[src/shared/brd_pkg.sv]
// Package for the motor run, fault-mask and diagnostic register group.
package brd_pkg;
	localparam logic [7:0] RUN_OFF = 8'h00;
	localparam logic [7:0] MASK_OFF = 8'h04;
	localparam logic [7:0] DIAGNOSTIC_OUTPUT_PIN_OFF = 8'h08;
	localparam logic [7:0] IRQ_STAT_OFF = 8'h0C;
	localparam logic [7:0] IRQ_MASK_OFF = 8'h10;
	localparam logic [11:0] RUN_RESET = 12'h200;
	localparam logic [11:0] MASK_RESET = 12'h000;
	localparam logic [15:0] DIAGNOSTIC_OUTPUT_PIN_RESET = 16'hC000;
	localparam int NFAULT = 12;
	localparam int GF_BIT = 15;
	localparam int POR_BIT = 14;
	localparam int UV_BIT = 13;
	localparam int LOS_BIT = 9;
	localparam logic [1:0] HYS_AUTO = 2'h0;
	localparam logic [1:0] HYS_NONE = 2'h1;
	localparam logic [1:0] HYS_HIGH = 2'h2;
	localparam logic [1:0] HYS_LOW = 2'h3;
	localparam logic [1:0] DG_FAULT_N = 2'h0;
	localparam logic [1:0] DG_LOS_N = 2'h1;
	localparam logic [1:0] DG_VDS = 2'h2;
	localparam logic [1:0] DG_CLK = 2'h3;
	localparam int WIN_BASE_NS = 400;
	localparam int CLK_NS = 8;
	localparam int WIN_BASE_CYC = (WIN_BASE_NS + CLK_NS - 1) / CLK_NS;
	localparam int IRQ_W = 3;
	typedef struct packed {
		logic [1:0] bemf_hysteresis_sel;
		logic [2:0] bemf_window_sel;
		logic stop_on_fail_en;
		logic [1:0] diagnostic_output_pin_pin_source_sel;
		logic restart_after_sync_loss_en;
		logic brake_enable;
		logic direction;
		logic run_enable;
	} brd_run_t;
	typedef struct packed {
		logic hyst_none;
		logic hyst_high;
		logic [12:0] window_cycles;
		logic brake;
		logic reverse;
		logic bridge_enable;
		logic restart_allowed;
	} brd_ctl_t;
endpackage : brd_pkg

[src/brd_regs.sv]
// Run-control, fault-mask and diagnostic registers with an AHB-Lite slave.
//
// Implementation choices: the placing of the registers and register access over AHB-Lite.
`timescale 1ns/1ns
// Function
// - The hysteresis field picks auto (00, default), none (01), high (10) or low (11).
// - The window field picks 0.4us doubling per code up to 51.2us, default code 100.
// - With stop-on-fail set a detected fault stops the bridge, otherwise it is only reported.
// - The diagnostic_output_pin pin carries fault low-true, sync loss low-true, the Vds comparator or the clock.
// - Automatic restart after sync loss is allowed only when the restart bit is set.
// - The brake bit applies slow-decay braking, clear means normal drive.
// - Direction 0 steps commutation states 1 to 6, direction 1 steps 6 to 1.
// - Run enable starts the motor, clear disables all bridge outputs to coast.
// - The mask register has one bit for each of the twelve bridge and thermal faults.
// - A mask bit of 0 permits detection and 1 disables detection of its fault.
// - The diagnostic word carries general fault, power-on-reset and undervoltage flags.
// - After reset the diagnostic word reads with only the fault and reset flags set.
// - Temperature warning and thermal shutdown are separate diagnostic flags.
// - A dedicated diagnostic flag is set when back-EMF synchronisation is lost.
// - Each bootstrap capacitor and each high and low side switch has its own fault flag.
module brd_regs (
	input wire logic clk_i,
	input wire logic arst_n_i,
	input wire logic hsel_i,
	input wire logic [7:0] haddr_i,
	input wire logic [1:0] htrans_i,
	input wire logic hwrite_i,
	input wire logic [2:0] hsize_i,
	input wire logic [31:0] hwdata_i,
	input wire logic hready_i,
	output logic [31:0] hrdata_o,
	output logic hreadyout_o,
	output logic hresp_o,
	input wire logic [11:0] fault_raw_i,
	input wire logic undervoltage_i,
	input wire logic drain_source_threshold_cmp_i,
	input wire logic [2:0] commutation_state_i,
	output brd_pkg::brd_ctl_t ctl_o,
	output logic [2:0] next_state_o,
	output logic diagnostic_output_pin_o,
	output logic irq_o
);
	brd_pkg::brd_run_t run_q;
	logic [11:0] mask_q;
	logic [15:0] diagnostic_output_pin_q;
	logic [brd_pkg::IRQ_W-1:0] irq_stat_q;
	logic [brd_pkg::IRQ_W-1:0] irq_mask_q;
	logic [11:0] f_s1_q, f_s2_q, f_s3_q;
	logic [1:0] u_s_q, v_s_q;
	logic u_s3_q, v_s3_q;
	logic [11:0] f_stable_q;
	logic uv_stable_q, vds_stable_q;
	logic stopped_q;
	logic ph_wr_q, ph_rd_q;
	logic [7:0] ph_addr_q;
	logic [31:0] rdata_q;
	logic [11:0] fault_det;
	logic any_fault;
	logic wr_run, wr_mask, wr_ist, wr_imsk, rd_diagnostic_output_pin;
	logic addr_ok;

	// Three-stage sampling; a change is accepted only when stages two and three agree.
	always_ff @(posedge clk_i or negedge arst_n_i) begin
		if (!arst_n_i) begin
			f_s1_q <= 12'h000;
			f_s2_q <= 12'h000;
			f_s3_q <= 12'h000;
			u_s_q <= 2'h0;
			v_s_q <= 2'h0;
			u_s3_q <= 1'b0;
			v_s3_q <= 1'b0;
			f_stable_q <= 12'h000;
			uv_stable_q <= 1'b0;
			vds_stable_q <= 1'b0;
		end else begin
			f_s1_q <= fault_raw_i;
			f_s2_q <= f_s1_q;
			f_s3_q <= f_s2_q;
			u_s_q <= {u_s_q[0], undervoltage_i};
			v_s_q <= {v_s_q[0], drain_source_threshold_cmp_i};
			u_s3_q <= u_s_q[1];
			v_s3_q <= v_s_q[1];
			for (int i = 0; i < brd_pkg::NFAULT; i++) begin
				if (f_s2_q[i] == f_s3_q[i]) begin
					f_stable_q[i] <= f_s3_q[i];
				end
			end
			if (u_s_q[1] == u_s3_q) begin
				uv_stable_q <= u_s3_q;
			end
			if (v_s_q[1] == v_s3_q) begin
				vds_stable_q <= v_s3_q;
			end
		end
	end

	// Bit 11 temp warning, 10 shutdown, 9 sync loss, 8..6 bootcaps, 5..0 Vds per switch.
	genvar g;
	generate
		for (g = 0; g < brd_pkg::NFAULT; g++) begin : g_det
			assign fault_det[g] = f_stable_q[g] & ~mask_q[g];
		end
	endgenerate
	assign any_fault = |fault_det;

	// Bus address phase capture; all answers take zero wait states.
	assign addr_ok = (ph_addr_q == brd_pkg::RUN_OFF) || (ph_addr_q == brd_pkg::MASK_OFF) ||
		(ph_addr_q == brd_pkg::DIAGNOSTIC_OUTPUT_PIN_OFF) || (ph_addr_q == brd_pkg::IRQ_STAT_OFF) ||
		(ph_addr_q == brd_pkg::IRQ_MASK_OFF);
	always_ff @(posedge clk_i or negedge arst_n_i) begin
		if (!arst_n_i) begin
			ph_wr_q <= 1'b0;
			ph_rd_q <= 1'b0;
			ph_addr_q <= 8'h00;
		end else if (hready_i) begin
			ph_wr_q <= hsel_i & htrans_i[1] & hwrite_i;
			ph_rd_q <= hsel_i & htrans_i[1] & ~hwrite_i;
			ph_addr_q <= {haddr_i[7:2], 2'h0};
		end
	end
	assign hreadyout_o = 1'b1;
	assign hresp_o = 1'b0;
	assign wr_run = ph_wr_q && ph_addr_q == brd_pkg::RUN_OFF;
	assign wr_mask = ph_wr_q && ph_addr_q == brd_pkg::MASK_OFF;
	assign wr_ist = ph_wr_q && ph_addr_q == brd_pkg::IRQ_STAT_OFF;
	assign wr_imsk = ph_wr_q && ph_addr_q == brd_pkg::IRQ_MASK_OFF;
	assign rd_diagnostic_output_pin = ph_rd_q && ph_addr_q == brd_pkg::DIAGNOSTIC_OUTPUT_PIN_OFF;

	// Read data is registered in the address phase and holds until the next read transfer is accepted.
	always_ff @(posedge clk_i or negedge arst_n_i) begin
		if (!arst_n_i) begin
			rdata_q <= 32'h0000_0000;
		end else if (hready_i && hsel_i && htrans_i[1] && !hwrite_i) begin
			unique case ({haddr_i[7:2], 2'h0})
				brd_pkg::RUN_OFF: rdata_q <= {20'h00000, run_q};
				brd_pkg::MASK_OFF: rdata_q <= {20'h00000, mask_q};
				brd_pkg::DIAGNOSTIC_OUTPUT_PIN_OFF: rdata_q <= {16'h0000, diagnostic_output_pin_q};
				brd_pkg::IRQ_STAT_OFF: rdata_q <= {29'h0000000, irq_stat_q};
				brd_pkg::IRQ_MASK_OFF: rdata_q <= {29'h0000000, irq_mask_q};
				default: rdata_q <= 32'h0000_0000;
			endcase
		end
	end
	assign hrdata_o = rdata_q;

	always_ff @(posedge clk_i or negedge arst_n_i) begin
		if (!arst_n_i) begin
			run_q <= brd_pkg::RUN_RESET;
		end else if (wr_run) begin
			run_q <= hwdata_i[11:0];
		end
	end

	always_ff @(posedge clk_i or negedge arst_n_i) begin
		if (!arst_n_i) begin
			mask_q <= brd_pkg::MASK_RESET;
		end else if (wr_mask) begin
			mask_q <= hwdata_i[11:0];
		end
	end

	// Diagnostic flags latch until the word is read; a new detection in the read cycle wins.
	// Only the bits that the read returned are cleared, so a flag that was set after the
	// read data was captured is not lost before software has seen it.
	logic [15:0] diagnostic_output_pin_clr;
	assign diagnostic_output_pin_clr = rd_diagnostic_output_pin ? rdata_q[15:0] : 16'h0000;
	always_ff @(posedge clk_i or negedge arst_n_i) begin
		if (!arst_n_i) begin
			diagnostic_output_pin_q <= brd_pkg::DIAGNOSTIC_OUTPUT_PIN_RESET;
		end else begin
			diagnostic_output_pin_q[11:0] <= fault_det | (diagnostic_output_pin_q[11:0] & ~diagnostic_output_pin_clr[11:0]);
			diagnostic_output_pin_q[brd_pkg::GF_BIT] <= any_fault | uv_stable_q |
				(diagnostic_output_pin_q[brd_pkg::GF_BIT] & ~diagnostic_output_pin_clr[brd_pkg::GF_BIT]);
			diagnostic_output_pin_q[brd_pkg::POR_BIT] <= diagnostic_output_pin_q[brd_pkg::POR_BIT] &
				~diagnostic_output_pin_clr[brd_pkg::POR_BIT];
			diagnostic_output_pin_q[brd_pkg::UV_BIT] <= uv_stable_q |
				(diagnostic_output_pin_q[brd_pkg::UV_BIT] & ~diagnostic_output_pin_clr[brd_pkg::UV_BIT]);
			diagnostic_output_pin_q[12] <= 1'b0;
		end
	end

	// A stop holds until run enable is cleared, so a fault cannot be silently ridden through.
	always_ff @(posedge clk_i or negedge arst_n_i) begin
		if (!arst_n_i) begin
			stopped_q <= 1'b0;
		end else if (!run_q.run_enable) begin
			stopped_q <= 1'b0;
		end else if (run_q.stop_on_fail_en && any_fault) begin
			stopped_q <= 1'b1;
		end
	end

	always_ff @(posedge clk_i or negedge arst_n_i) begin
		if (!arst_n_i) begin
			ctl_o <= '0;
		end else begin
			ctl_o.hyst_none <= run_q.bemf_hysteresis_sel == brd_pkg::HYS_NONE;
			ctl_o.hyst_high <= (run_q.bemf_hysteresis_sel == brd_pkg::HYS_HIGH) ||
				(run_q.bemf_hysteresis_sel == brd_pkg::HYS_AUTO && commutation_state_i == 3'h0);
			ctl_o.window_cycles <= 13'(brd_pkg::WIN_BASE_CYC) << run_q.bemf_window_sel;
			ctl_o.brake <= run_q.brake_enable;
			ctl_o.reverse <= run_q.direction;
			ctl_o.bridge_enable <= run_q.run_enable && !stopped_q &&
				!(run_q.stop_on_fail_en && any_fault);
			ctl_o.restart_allowed <= run_q.restart_after_sync_loss_en && run_q.run_enable;
		end
	end

	// Commutation successor; state 0 means not yet started and enters the sequence.
	always_ff @(posedge clk_i or negedge arst_n_i) begin
		if (!arst_n_i) begin
			next_state_o <= 3'h1;
		end else if (!run_q.direction) begin
			next_state_o <= (commutation_state_i >= 3'h6 || commutation_state_i == 3'h0) ? 3'h1 :
				commutation_state_i + 3'h1;
		end else begin
			next_state_o <= (commutation_state_i <= 3'h1 || commutation_state_i == 3'h7) ? 3'h6 :
				commutation_state_i - 3'h1;
		end
	end

	// The clock source is the divided enable toggling each cycle, not the raw clock net.
	logic clk_div_q;
	always_ff @(posedge clk_i or negedge arst_n_i) begin
		if (!arst_n_i) begin
			clk_div_q <= 1'b0;
		end else begin
			clk_div_q <= ~clk_div_q;
		end
	end

	always_ff @(posedge clk_i or negedge arst_n_i) begin
		if (!arst_n_i) begin
			diagnostic_output_pin_o <= 1'b1;
		end else begin
			unique case (run_q.diagnostic_output_pin_pin_source_sel)
				brd_pkg::DG_FAULT_N: diagnostic_output_pin_o <= ~(any_fault | uv_stable_q);
				brd_pkg::DG_LOS_N: diagnostic_output_pin_o <= ~fault_det[brd_pkg::LOS_BIT];
				brd_pkg::DG_VDS: diagnostic_output_pin_o <= vds_stable_q;
				brd_pkg::DG_CLK: diagnostic_output_pin_o <= clk_div_q;
			endcase
		end
	end

	// Interrupt bits: 0 any unmasked fault, 1 sync loss, 2 undervoltage; set wins over clear.
	logic [brd_pkg::IRQ_W-1:0] irq_ev;
	assign irq_ev = {uv_stable_q, fault_det[brd_pkg::LOS_BIT], any_fault};
	always_ff @(posedge clk_i or negedge arst_n_i) begin
		if (!arst_n_i) begin
			irq_stat_q <= 3'h0;
			irq_mask_q <= 3'h0;
		end else begin
			irq_stat_q <= irq_ev | (irq_stat_q & ~(wr_ist ? hwdata_i[2:0] : 3'h0));
			if (wr_imsk) begin
				irq_mask_q <= hwdata_i[2:0];
			end
		end
	end
	assign irq_o = |(irq_stat_q & irq_mask_q);

	property p_masked_no_flag;
		@(posedge clk_i) disable iff (!arst_n_i)
		(mask_q[0] && f_stable_q[0] && rd_diagnostic_output_pin) |=> !diagnostic_output_pin_q[0];
	endproperty
	a_masked_no_flag: assert property (p_masked_no_flag) else $error("masked fault set flag");

	property p_fault_sets_flag;
		@(posedge clk_i) disable iff (!arst_n_i)
		fault_det[5] |=> diagnostic_output_pin_q[5] && diagnostic_output_pin_q[brd_pkg::GF_BIT];
	endproperty
	a_fault_sets_flag: assert property (p_fault_sets_flag) else $error("fault flag missing");

	property p_stop_on_fail;
		@(posedge clk_i) disable iff (!arst_n_i)
		(run_q.stop_on_fail_en && any_fault) |=> !ctl_o.bridge_enable;
	endproperty
	a_stop_on_fail: assert property (p_stop_on_fail) else $error("bridge not stopped");

	property p_report_only;
		@(posedge clk_i) disable iff (!arst_n_i)
		(!run_q.stop_on_fail_en && run_q.run_enable && !stopped_q) |=> ctl_o.bridge_enable;
	endproperty
	a_report_only: assert property (p_report_only) else $error("bridge stopped");

	property p_run_off_coast;
		@(posedge clk_i) disable iff (!arst_n_i)
		!run_q.run_enable |=> !ctl_o.bridge_enable;
	endproperty
	a_run_off_coast: assert property (p_run_off_coast) else $error("bridge on without run");

	property p_window;
		@(posedge clk_i) disable iff (!arst_n_i)
		$stable(run_q.bemf_window_sel) |=>
			ctl_o.window_cycles == (13'd50 << $past(run_q.bemf_window_sel));
	endproperty
	a_window: assert property (p_window) else $error("window count wrong");

	property p_diagnostic_output_pin_fault_low;
		@(posedge clk_i) disable iff (!arst_n_i)
		(run_q.diagnostic_output_pin_pin_source_sel == 2'h0 && any_fault) |=> !diagnostic_output_pin_o;
	endproperty
	a_diagnostic_output_pin_fault_low: assert property (p_diagnostic_output_pin_fault_low) else $error("diagnostic_output_pin pin not low");

	property p_forward_step;
		@(posedge clk_i) disable iff (!arst_n_i)
		(!run_q.direction && commutation_state_i == 3'h6) |=> next_state_o == 3'h1;
	endproperty
	a_forward_step: assert property (p_forward_step) else $error("forward wrap wrong");

	property p_reverse_step;
		@(posedge clk_i) disable iff (!arst_n_i)
		(run_q.direction && commutation_state_i == 3'h3) |=> next_state_o == 3'h2;
	endproperty
	a_reverse_step: assert property (p_reverse_step) else $error("reverse step wrong");

	property p_restart;
		@(posedge clk_i) disable iff (!arst_n_i)
		!run_q.restart_after_sync_loss_en |=> !ctl_o.restart_allowed;
	endproperty
	a_restart: assert property (p_restart) else $error("restart allowed");

	property p_brake_follow;
		@(posedge clk_i) disable iff (!arst_n_i)
		run_q.brake_enable |=> ctl_o.brake;
	endproperty
	a_brake_follow: assert property (p_brake_follow) else $error("brake not applied");

	property p_diagnostic_output_pin_vds;
		@(posedge clk_i) disable iff (!arst_n_i)
		(run_q.diagnostic_output_pin_pin_source_sel == brd_pkg::DG_VDS) |=>
			diagnostic_output_pin_o == $past(vds_stable_q);
	endproperty
	a_diagnostic_output_pin_vds: assert property (p_diagnostic_output_pin_vds) else $error("diagnostic_output_pin pin not comparator");

	property p_uv_flag;
		@(posedge clk_i) disable iff (!arst_n_i)
		uv_stable_q |=> diagnostic_output_pin_q[brd_pkg::UV_BIT] && diagnostic_output_pin_q[brd_pkg::GF_BIT];
	endproperty
	a_uv_flag: assert property (p_uv_flag) else $error("undervoltage flag missing");

	property p_los_flag;
		@(posedge clk_i) disable iff (!arst_n_i)
		fault_det[brd_pkg::LOS_BIT] |=> diagnostic_output_pin_q[brd_pkg::LOS_BIT];
	endproperty
	a_los_flag: assert property (p_los_flag) else $error("sync loss flag missing");
endmodule : brd_regs

[config.mk]
export PLATFORM = sky130hd
export DESIGN_NAME = brd_regs
export DESIGN_NICKNAME = d
export VERILOG_FILES = /design/src/shared/brd_pkg.sv /design/src/brd_regs.sv
export SDC_FILE = /design/constraint.sdc
export NUM_CORES = 1
export LEC_CHECK = 0
export ABC_AREA = 1
export ABC_CLOCK_PERIOD_IN_PS = 2200
export BUFFER_PORTS_ARGS = -buffer_cell sky130_fd_sc_hd__buf_2
export CAP_MARGIN = 0
export CORE_ASPECT_RATIO = 1.1
export CORE_MARGIN = 1
export CORE_UTILIZATION = 58
export DETAILED_ROUTE_END_ITERATION = 10
export PLACE_DENSITY = 0.87
export REMOVE_ABC_BUFFERS = 1
export SLEW_MARGIN = 30
export SYNTH_ARGS = -nofsm -noshare
export SYNTH_HDL_FRONTEND = slang
export SYNTH_SLANG_ARGS = --single-unit
[constraint.sdc]
create_clock -name clk_i -period 2.2 [get_ports clk_i]
set_input_delay 0.22 -clock clk_i [delete_from_list [all_inputs] [get_ports clk_i]]
set_output_delay 0.22 -clock clk_i [all_outputs]
set_load 0.01 [all_outputs]
==> impl_metrics.py, run 1 <==
metrics = {
    "routing": {
        "totalWireLength_mm": 12.76,
        "antenna_left": 0,
        "num_vias": 4397,
        "top_layer_used": "met4",
        "m1WireLength_mm": 5.148,
        "wl_per_cell_um": 15.26,
        "first_pass_iters": 8,
        "wl_met3_um": 803,
        "routed-wl-met2_mm": 6.284,
        "drt_iter0_drc": 331,
        "vias_per_cell": 5.260,
        "drc_errors": 8,
    },
    "sta": {
        "rsz0062_at_grt": "no",
        "tightest_slew_ns": 0.6775,
        "tns_ns": 0,
        "setup_viol": 0,
        "period_share": 0.7295,
        "finClkSkew_ns": 0.006359,
        "hold_violations": 0,
        "fmax_ghz": 0.6231,
        "report.final.slew_viol_count": 0,
        "slew_headroom": 0.5478,
        "period_needed_ns": 1.605,
    },
    "cts": {
        "cts.sinks": 148,
        "clkLatencyLatePin_ns": 0.54,
        "cts_buffers": 17,
        "root_buffer": "clkbuf_8",
        "h-tree-depth": 4,
        "cts_tree": "built",
        "clkTransAtPathRegs_ns": 0.06,
        "cts_max_path_buffers": 2,
    },
    "worst_setup_path": {
        "critPathKind": "primary input to flip-flop",
        "rrSetupSlack_ns": 0.82,
        "reg2reg_from": "mask_q[9]",
        "crit-reg2reg-capture": "diagnostic_output_pin_o",
        "critical_path_arrival_ns": 2.07,
        "crit_fanout": 14,
        "ff2ff_path_depth": 8,
        "worstSetupStartpointType": "primary input",
        "critPathRequiredTime_ns": 2.66,
        "critical_path.top_delay_family": "simple AND/OR/NAND/NOR gates",
        "cp_slowest_cell": "dlygate4sd3_1",
        "slowest_delay_ns": 0.54,
        "endpoint_kind": "flip-flop",
        "path_cells": "dlygate4sd3_1 -> buf_2 -> nor2_4 -> nand3_4 -> nor2_4 -> nand2_1 -> nand3_1 -> nor2_1 -> nor2_1",
        "crit_buf_inv": 2,
    },
    "global_routing": {
        "antenna_found_initial": 0,
        "grt_pass1_vias": 4422,
        "grt_pass1_wl_mm": 20.71,
        "grt_max_degree": 63,
        "grtUsageTotal": 0.2627,
        "grt_remaining_overflow": 0,
    },
    "yosys": {
        "ys_seq_elements": 148,
        "yosysMostFrequentCell": "dfrtp_1",
        "synth_area_leaders": "dfrtp_1, nand2_1, inv_1",
        "synth_ff_type": "dfrtp_1",
        "syn_inst": 582,
        "synthTopCellsByCount": "dfrtp_1, nand2_1, inv_1, nor2_1, o21ai_1",
        "synth-edff-count": 0,
        "yosys.area.top_type": "dfrtp_1",
        "yosysWarnings": 0,
        "async_flop_share": 1.000,
        "synth_cell_types": 32,
        "netlist_area_sq_mm": 0.005878,
        "yosysSeqAreaShare": 0.6311,
        "syn_avg_cell_area_sq_um": 10.10,
        "synth_top_area_frac": 0.6088,
    },
    "die": {
        "ios": 125,
        "rows": 38,
        "die_h_um": 107.6,
        "start_util": 0.5973,
        "die-area_sq_mm": 0.01054,
        "core_sq_mm": 0.009842,
        "fp.dieW_um": 97.99,
    },
    "hold_path": {
        "hp-class": "primary input to flip-flop",
        "hold_start": "hwdata_i[1]",
        "min_to": "run_q[1]",
        "hold_depth": 3,
    },
    "cells_and_area": {
        "final_nets": 780,
        "largest_register": "ctl_o",
        "largest_register_ffs": 18,
        "antenna_cells": 0,
        "nFillCells": 639,
        "area_delta_synth_final_pct": 23.33,
        "layout-drive-gt1-share": 0.1955,
    },
    "place": {
        "place.gp.congestion": 0.8867,
        "port_buffers": 78,
        "dp_hpwl_mm": 7.948,
    },
    "job": {
        "maxCapViolCount": 0,
    },
    "pwr": {
        "power_per_cell_area_mw_per_mm2": 1004,
        "peakVddDrop_uv": 617.1,
        "total_power_mw": 7.279,
        "p_leak_nw": 3.758,
    },
    "run_status": {
        "run_status": "finished with violations",
        "violations": "DRC",
    },
}
-- worst reg2reg max path, cell delays in order (launching register included) --
cell	delay [ns]
dfrtp_1	0.39
inv_1	0.06
nand2_1	0.16
nand2_1	0.08
nor2_1	0.12
nand3_1	0.15
nor2_1	0.19
nand2_1	0.07
nand2_1	0.08
-- stage by stage --
stage | instances | hold slack (ns) | setup slack, ns | instance area (sq um) | utilization
global placement | 774 | 0.2257 | 0.7401 | 6349 | 0.6451
CTS | 836 | 0.00008221 | 0.6342 | 7249 | 0.7366
detailed placement | 774 | 0.2407 | 0.6665 | 6349 | 0.6451
floorplan | 568 | -0.07559 | 0.8726 | 5729 | -
finish | 836 | 0.003444 | 0.5951 | 7249 | 0.7366
global route | 836 | 0.003607 | 0.5126 | 7249 | 0.7366
-- report_power, final --
| group | switching [mW] | internal [mW] |
|---|---|---|
| logic | 0.584 | 0.388 |
| clock network | 1.11 | 1.79 |
| registers | 0.263 | 3.15 |
| total | 1.95 | 5.32 |
-- timing repair --
item | in CTS | in global routing
gates resized for setup | 0 | 0
buffers inserted | 0 | 0
endpoints found under the hold margin | 94 | 0
hold buffers | 30 | 0
-- worst max path at each step --
stage / start / end / slack [ns] / cells after the start
floorplan: ph_addr_q[6] / mask_q[0] / 0.87 / 6
global placement: haddr_i[7] / hrdata_o[2] / 0.74 / 8
detailed placement: haddr_i[7] / hrdata_o[11] / 0.67 / 8
CTS: haddr_i[7] / hrdata_o[1] / 0.63 / 9
global route: haddr_i[7] / hrdata_o[1] / 0.51 / 9
finish: haddr_i[7] / hrdata_o[1] / 0.60 / 9
-- area by class of cell --
class,count,area (sq um),area share
repair buffers,116,769.5,0.1061
clock buffers,20,445.4,0.06144
well taps,120,150.1,0.02071
multi-input cells,342,1727,0.2382
clock inverters,12,155.1,0.02140
flip-flops and latches,148,3710,0.5117
inverters,78,292.8,0.04039
-- metal layers --
metal / global-route usage / vias up
met5: 0 / -
met4: 0.1504 / 0
met3: 0.08312 / 49
met2: 0.4266 / 185
met1: 0.3104 / 2114
li1: - / 2049
-- cell usage in the layout (no fill, tap or decap), types with 3 or more instances in the layout --
| master | netlist | routed |
|---|---|---|
| a21oi_1 | 8 | 8 |
| buf_2 | 8 | 77 |
| buf_4 | 21 | 7 |
| bufinv_16 | 0 | 3 |
| clkbuf_16 | 0 | 16 |
| clkbuf_8 | 0 | 3 |
| clkinv_2 | 0 | 3 |
| clkinv_4 | 0 | 4 |
| conb_1 | 2 | 20 |
| dfrtp_1 | 143 | 143 |
| dfstp_2 | 5 | 5 |
| dlygate4sd3_1 | 0 | 30 |
| ha_1 | 10 | 10 |
| inv_1 | 74 | 74 |
| inv_2 | 4 | 4 |
| maj3_1 | 14 | 14 |
| nand2_1 | 134 | 134 |
| nand3_1 | 31 | 31 |
| nand4_1 | 14 | 14 |
| nor2_1 | 35 | 35 |
| nor2_2 | 5 | 5 |
| nor2_4 | 4 | 4 |
| o21ai_0 | 16 | 16 |
| o21ai_1 | 35 | 35 |
| o31ai_1 | 3 | 3 |
-- kinds of logic (layout without fill, tap and decap cells) --
family / after synthesis / after routing / synth area share
AND/OR/NAND/NOR: 229 / 229 / 0.1731
flip-flops: 148 / 148 / 0.6311
AO/OA/AOI/OAI: 69 / 69 / 0.06280
buffers and inverters: 110 / 226 / 0.08663
other: 2 / 20 / 0.001278
adder cells (fa/ha/maj): 24 / 24 / 0.04512
(Power assumes the default switching activity.)
==> run 2, diff against run 1 <==
--- a/config.mk
+++ b/config.mk
@@ -6,14 +6,14 @@
 export NUM_CORES = 1
 export LEC_CHECK = 0
 export ABC_AREA = 1
-export ABC_CLOCK_PERIOD_IN_PS = 2200
+export ABC_CLOCK_PERIOD_IN_PS = 1310
 export BUFFER_PORTS_ARGS = -buffer_cell sky130_fd_sc_hd__buf_2
 export CAP_MARGIN = 0
 export CORE_ASPECT_RATIO = 1.1
 export CORE_MARGIN = 1
-export CORE_UTILIZATION = 58
+export CORE_UTILIZATION = 49
 export DETAILED_ROUTE_END_ITERATION = 10
-export PLACE_DENSITY = 0.87
+export PLACE_DENSITY = 0.79
 export REMOVE_ABC_BUFFERS = 1
 export SLEW_MARGIN = 30
 export SYNTH_ARGS = -nofsm -noshare
==> constraint.sdc (replaced) <==
create_clock -name clk_i -period 1.31 [get_ports clk_i]
set_input_delay 0.131 -clock clk_i [delete_from_list [all_inputs] [get_ports clk_i]]
set_output_delay 0.131 -clock clk_i [all_outputs]
set_load 0.01 [all_outputs]
==> impl_metrics.py, run 2 (synthesized netlist as in run 1, its figures left out) <==
metrics = {
    "run_status": {
        "run_status": "completed",
    },
    "global_routing": {
        "grt_pass1_vias": 4408,
        "antenna_found_initial": 0,
        "grt_max_degree": 38,
        "grt_pass1_wl_mm": 20.49,
        "grtUsageTotal": 0.2190,
        "grt_remaining_overflow": 0,
    },
    "place": {
        "dpl.cell_count": 818,
        "dp_hpwl_mm": 8.378,
        "place.gp.congestion": 0.8307,
        "port_buffers": 78,
    },
    "cells_and_area": {
        "area_delta_synth_final_pct": 29.40,
        "final_common_cell": "dfrtp_1",
        "largest_register": "ctl_o",
        "fin_cells": 888,
        "nFillCells": 857,
        "largest_register_ffs": 18,
        "layout-drive-gt1-share": 0.2493,
        "final_nets": 802,
        "final_cell_mix": "dfrtp_1, nand2_1, buf_2, inv_1, nor2_1",
        "antenna_cells": 0,
    },
    "die": {
        "start_util": 0.5070,
        "ios": 125,
        "core_sq_mm": 0.01159,
        "die_h_um": 116.9,
        "rows": 41,
        "fp.dieW_um": 106.4,
        "die-area_sq_mm": 0.01244,
    },
    "worst_setup_path": {
        "reg2reg_from": "ph_addr_q[6]",
        "worstSetupStartpointType": "flip-flop",
        "crit_buf_inv": 2,
        "critPathRequiredTime_ns": 1.61,
        "critical_path_arrival_ns": 1.61,
        "startpoint": "ph_addr_q[6]",
        "crit_fanout": 7,
        "slowest_delay_ns": 0.38,
        "cp_slowest_cell": "dfrtp_1",
        "rrSetupSlack_ns": 0.004,
        "path_cells": "inv_2 -> nand2_4 -> nor3_4 -> nand3_2 -> buf_6 -> o21ai_2 -> nand2_1",
        "critical_path.top_delay_family": "simple AND/OR/NAND/NOR gates",
        "endpoint_kind": "flip-flop",
        "critPathKind": "flip-flop to flip-flop",
    },
    "cts": {
        "cts_buffers": 17,
        "cts_max_path_buffers": 2,
        "clkTransAtPathRegs_ns": 0.06,
        "clkLatencyLatePin_ns": 0.42,
        "root_buffer": "clkbuf_16",
        "cts.sinks": 148,
        "h-tree-depth": 4,
        "cts_tree": "built",
    },
    "sta": {
        "fmax_ghz": 0.7657,
        "finClkSkew_ns": 0.01149,
        "rsz0062_at_grt": "yes",
        "period_share": 0.9970,
        "whs_ns": 0.03165,
        "period_needed_ns": 1.306,
        "hold_violations": 0,
        "report.final.slew_viol_count": 0,
        "setup_viol": 0,
    },
    "pwr": {
        "seqPwrFrac": 0.463,
        "switching_share": 0.2735,
        "p_sw_mw": 3.403,
        "pwr-share-clk": 0.395,
        "comb_power_share": 0.142,
        "power_report.internal_total_mw": 9.038,
        "power_per_cell_area_mw_per_mm2": 1636,
        "p_leak_nw": 3.916,
        "peakVddDrop_uv": 891.2,
    },
    "routing": {
        "drt_iter0_drc": 271,
        "wl_per_cell_um": 14.62,
        "antenna_left": 0,
        "first_pass_iters": 5,
        "vias_per_cell": 5.043,
        "drc_errors": 0,
        "num_vias": 4478,
        "totalWireLength_mm": 12.98,
    },
    "hold_path": {
        "hold_start": "hwdata_i[4]",
        "hp-class": "primary input to flip-flop",
    },
    "job": {
        "maxCapViolCount": 0,
    },
}
[run 2: cell types whose count changed in the layout (fill, tap and decap cells not counted), moves of 7 or more]
cell,change
buf_4,+15
o21ai_2,+10
buf_6,+7
o21ai_0,-7
[run 2: path summary, 6_finish.rpt]
check | cells after the start | endpoint
hold / removal | 3 | run_q[4]
min in group asynchronous | 2 | mask_q[2]
hold reg to reg | 0 | f_s2_q[4]
max in group asynchronous | 3 | run_q[9]
setup reg to reg | 7 | diagnostic_output_pin_q[11]
setup / recovery | 7 | diagnostic_output_pin_q[11]
[run 2: area by class of cell]
class / count / area (sq um) / share of cell area
flip-flops and latches: 148 / 3710 / 0.4877
multi-input cells: 342 / 1808 / 0.2377
repair buffers: 138 / 996.0 / 0.1309
clock buffers: 20 / 466.7 / 0.06136
inverters: 78 / 292.8 / 0.03849
well taps: 150 / 187.7 / 0.02468
clock inverters: 12 / 145.1 / 0.01908
[run 2: timing repair]
item / CTS / global route
endpoints found under the setup margin: 27 / 60
hold buffers: 28 / 0
endpoints found under the hold margin: 177 / 0
gates cloned: 1 / 0
pin swaps: 0 / 6
gates resized for setup: 8 / 30
buffers inserted: 0 / 10
[run 2: power by group through the flow]
stage / sequential (mW) / combinational [mW] / clock [mW]
detailed placement: 5.79 / 1.60 / 0
floorplan: 5.80 / 0.814 / 0
finish: 5.75 / 1.77 / 4.92
global route: 5.84 / 2.00 / 5.19
CTS: 5.72 / 1.69 / 4.98
global placement: 5.75 / 1.52 / 0
[run 2: per-stage QoR]
| step | setup TNS (ns) | total power, mW | setup WS (ns) | cell area (sq um) | util |
|---|---|---|---|---|---|
| 2_1_floorplan | -0.3997 | 6.612 | -0.01738 | 5729 | - |
| 3_3_place_gp | 0 | 7.273 | 0.01844 | 6516 | 0.5621 |
| 3_5_place_dp | -0.1950 | 7.384 | -0.06595 | 6516 | 0.5621 |
| 4_1_cts | -0.008097 | 12.38 | -0.004544 | 7443 | 0.6420 |
| 5_1_grt | -0.7554 | 13.03 | -0.06129 | 7606 | 0.6561 |
| 6_report | 0 | 12.44 | 0.003940 | 7606 | 0.6561 |
[run 2: per-layer routing]
metal  wire length (um)  track usage
met5                  0            0
met4                437       0.1333
met3                744      0.05482
met2               6545       0.3619
met1               5251       0.2620
[run 2: tightest hold or removal path: cells and delay by family]
family          cells  cell delay, ns
compound gates      1            0.09
buf+inv             2            0.19
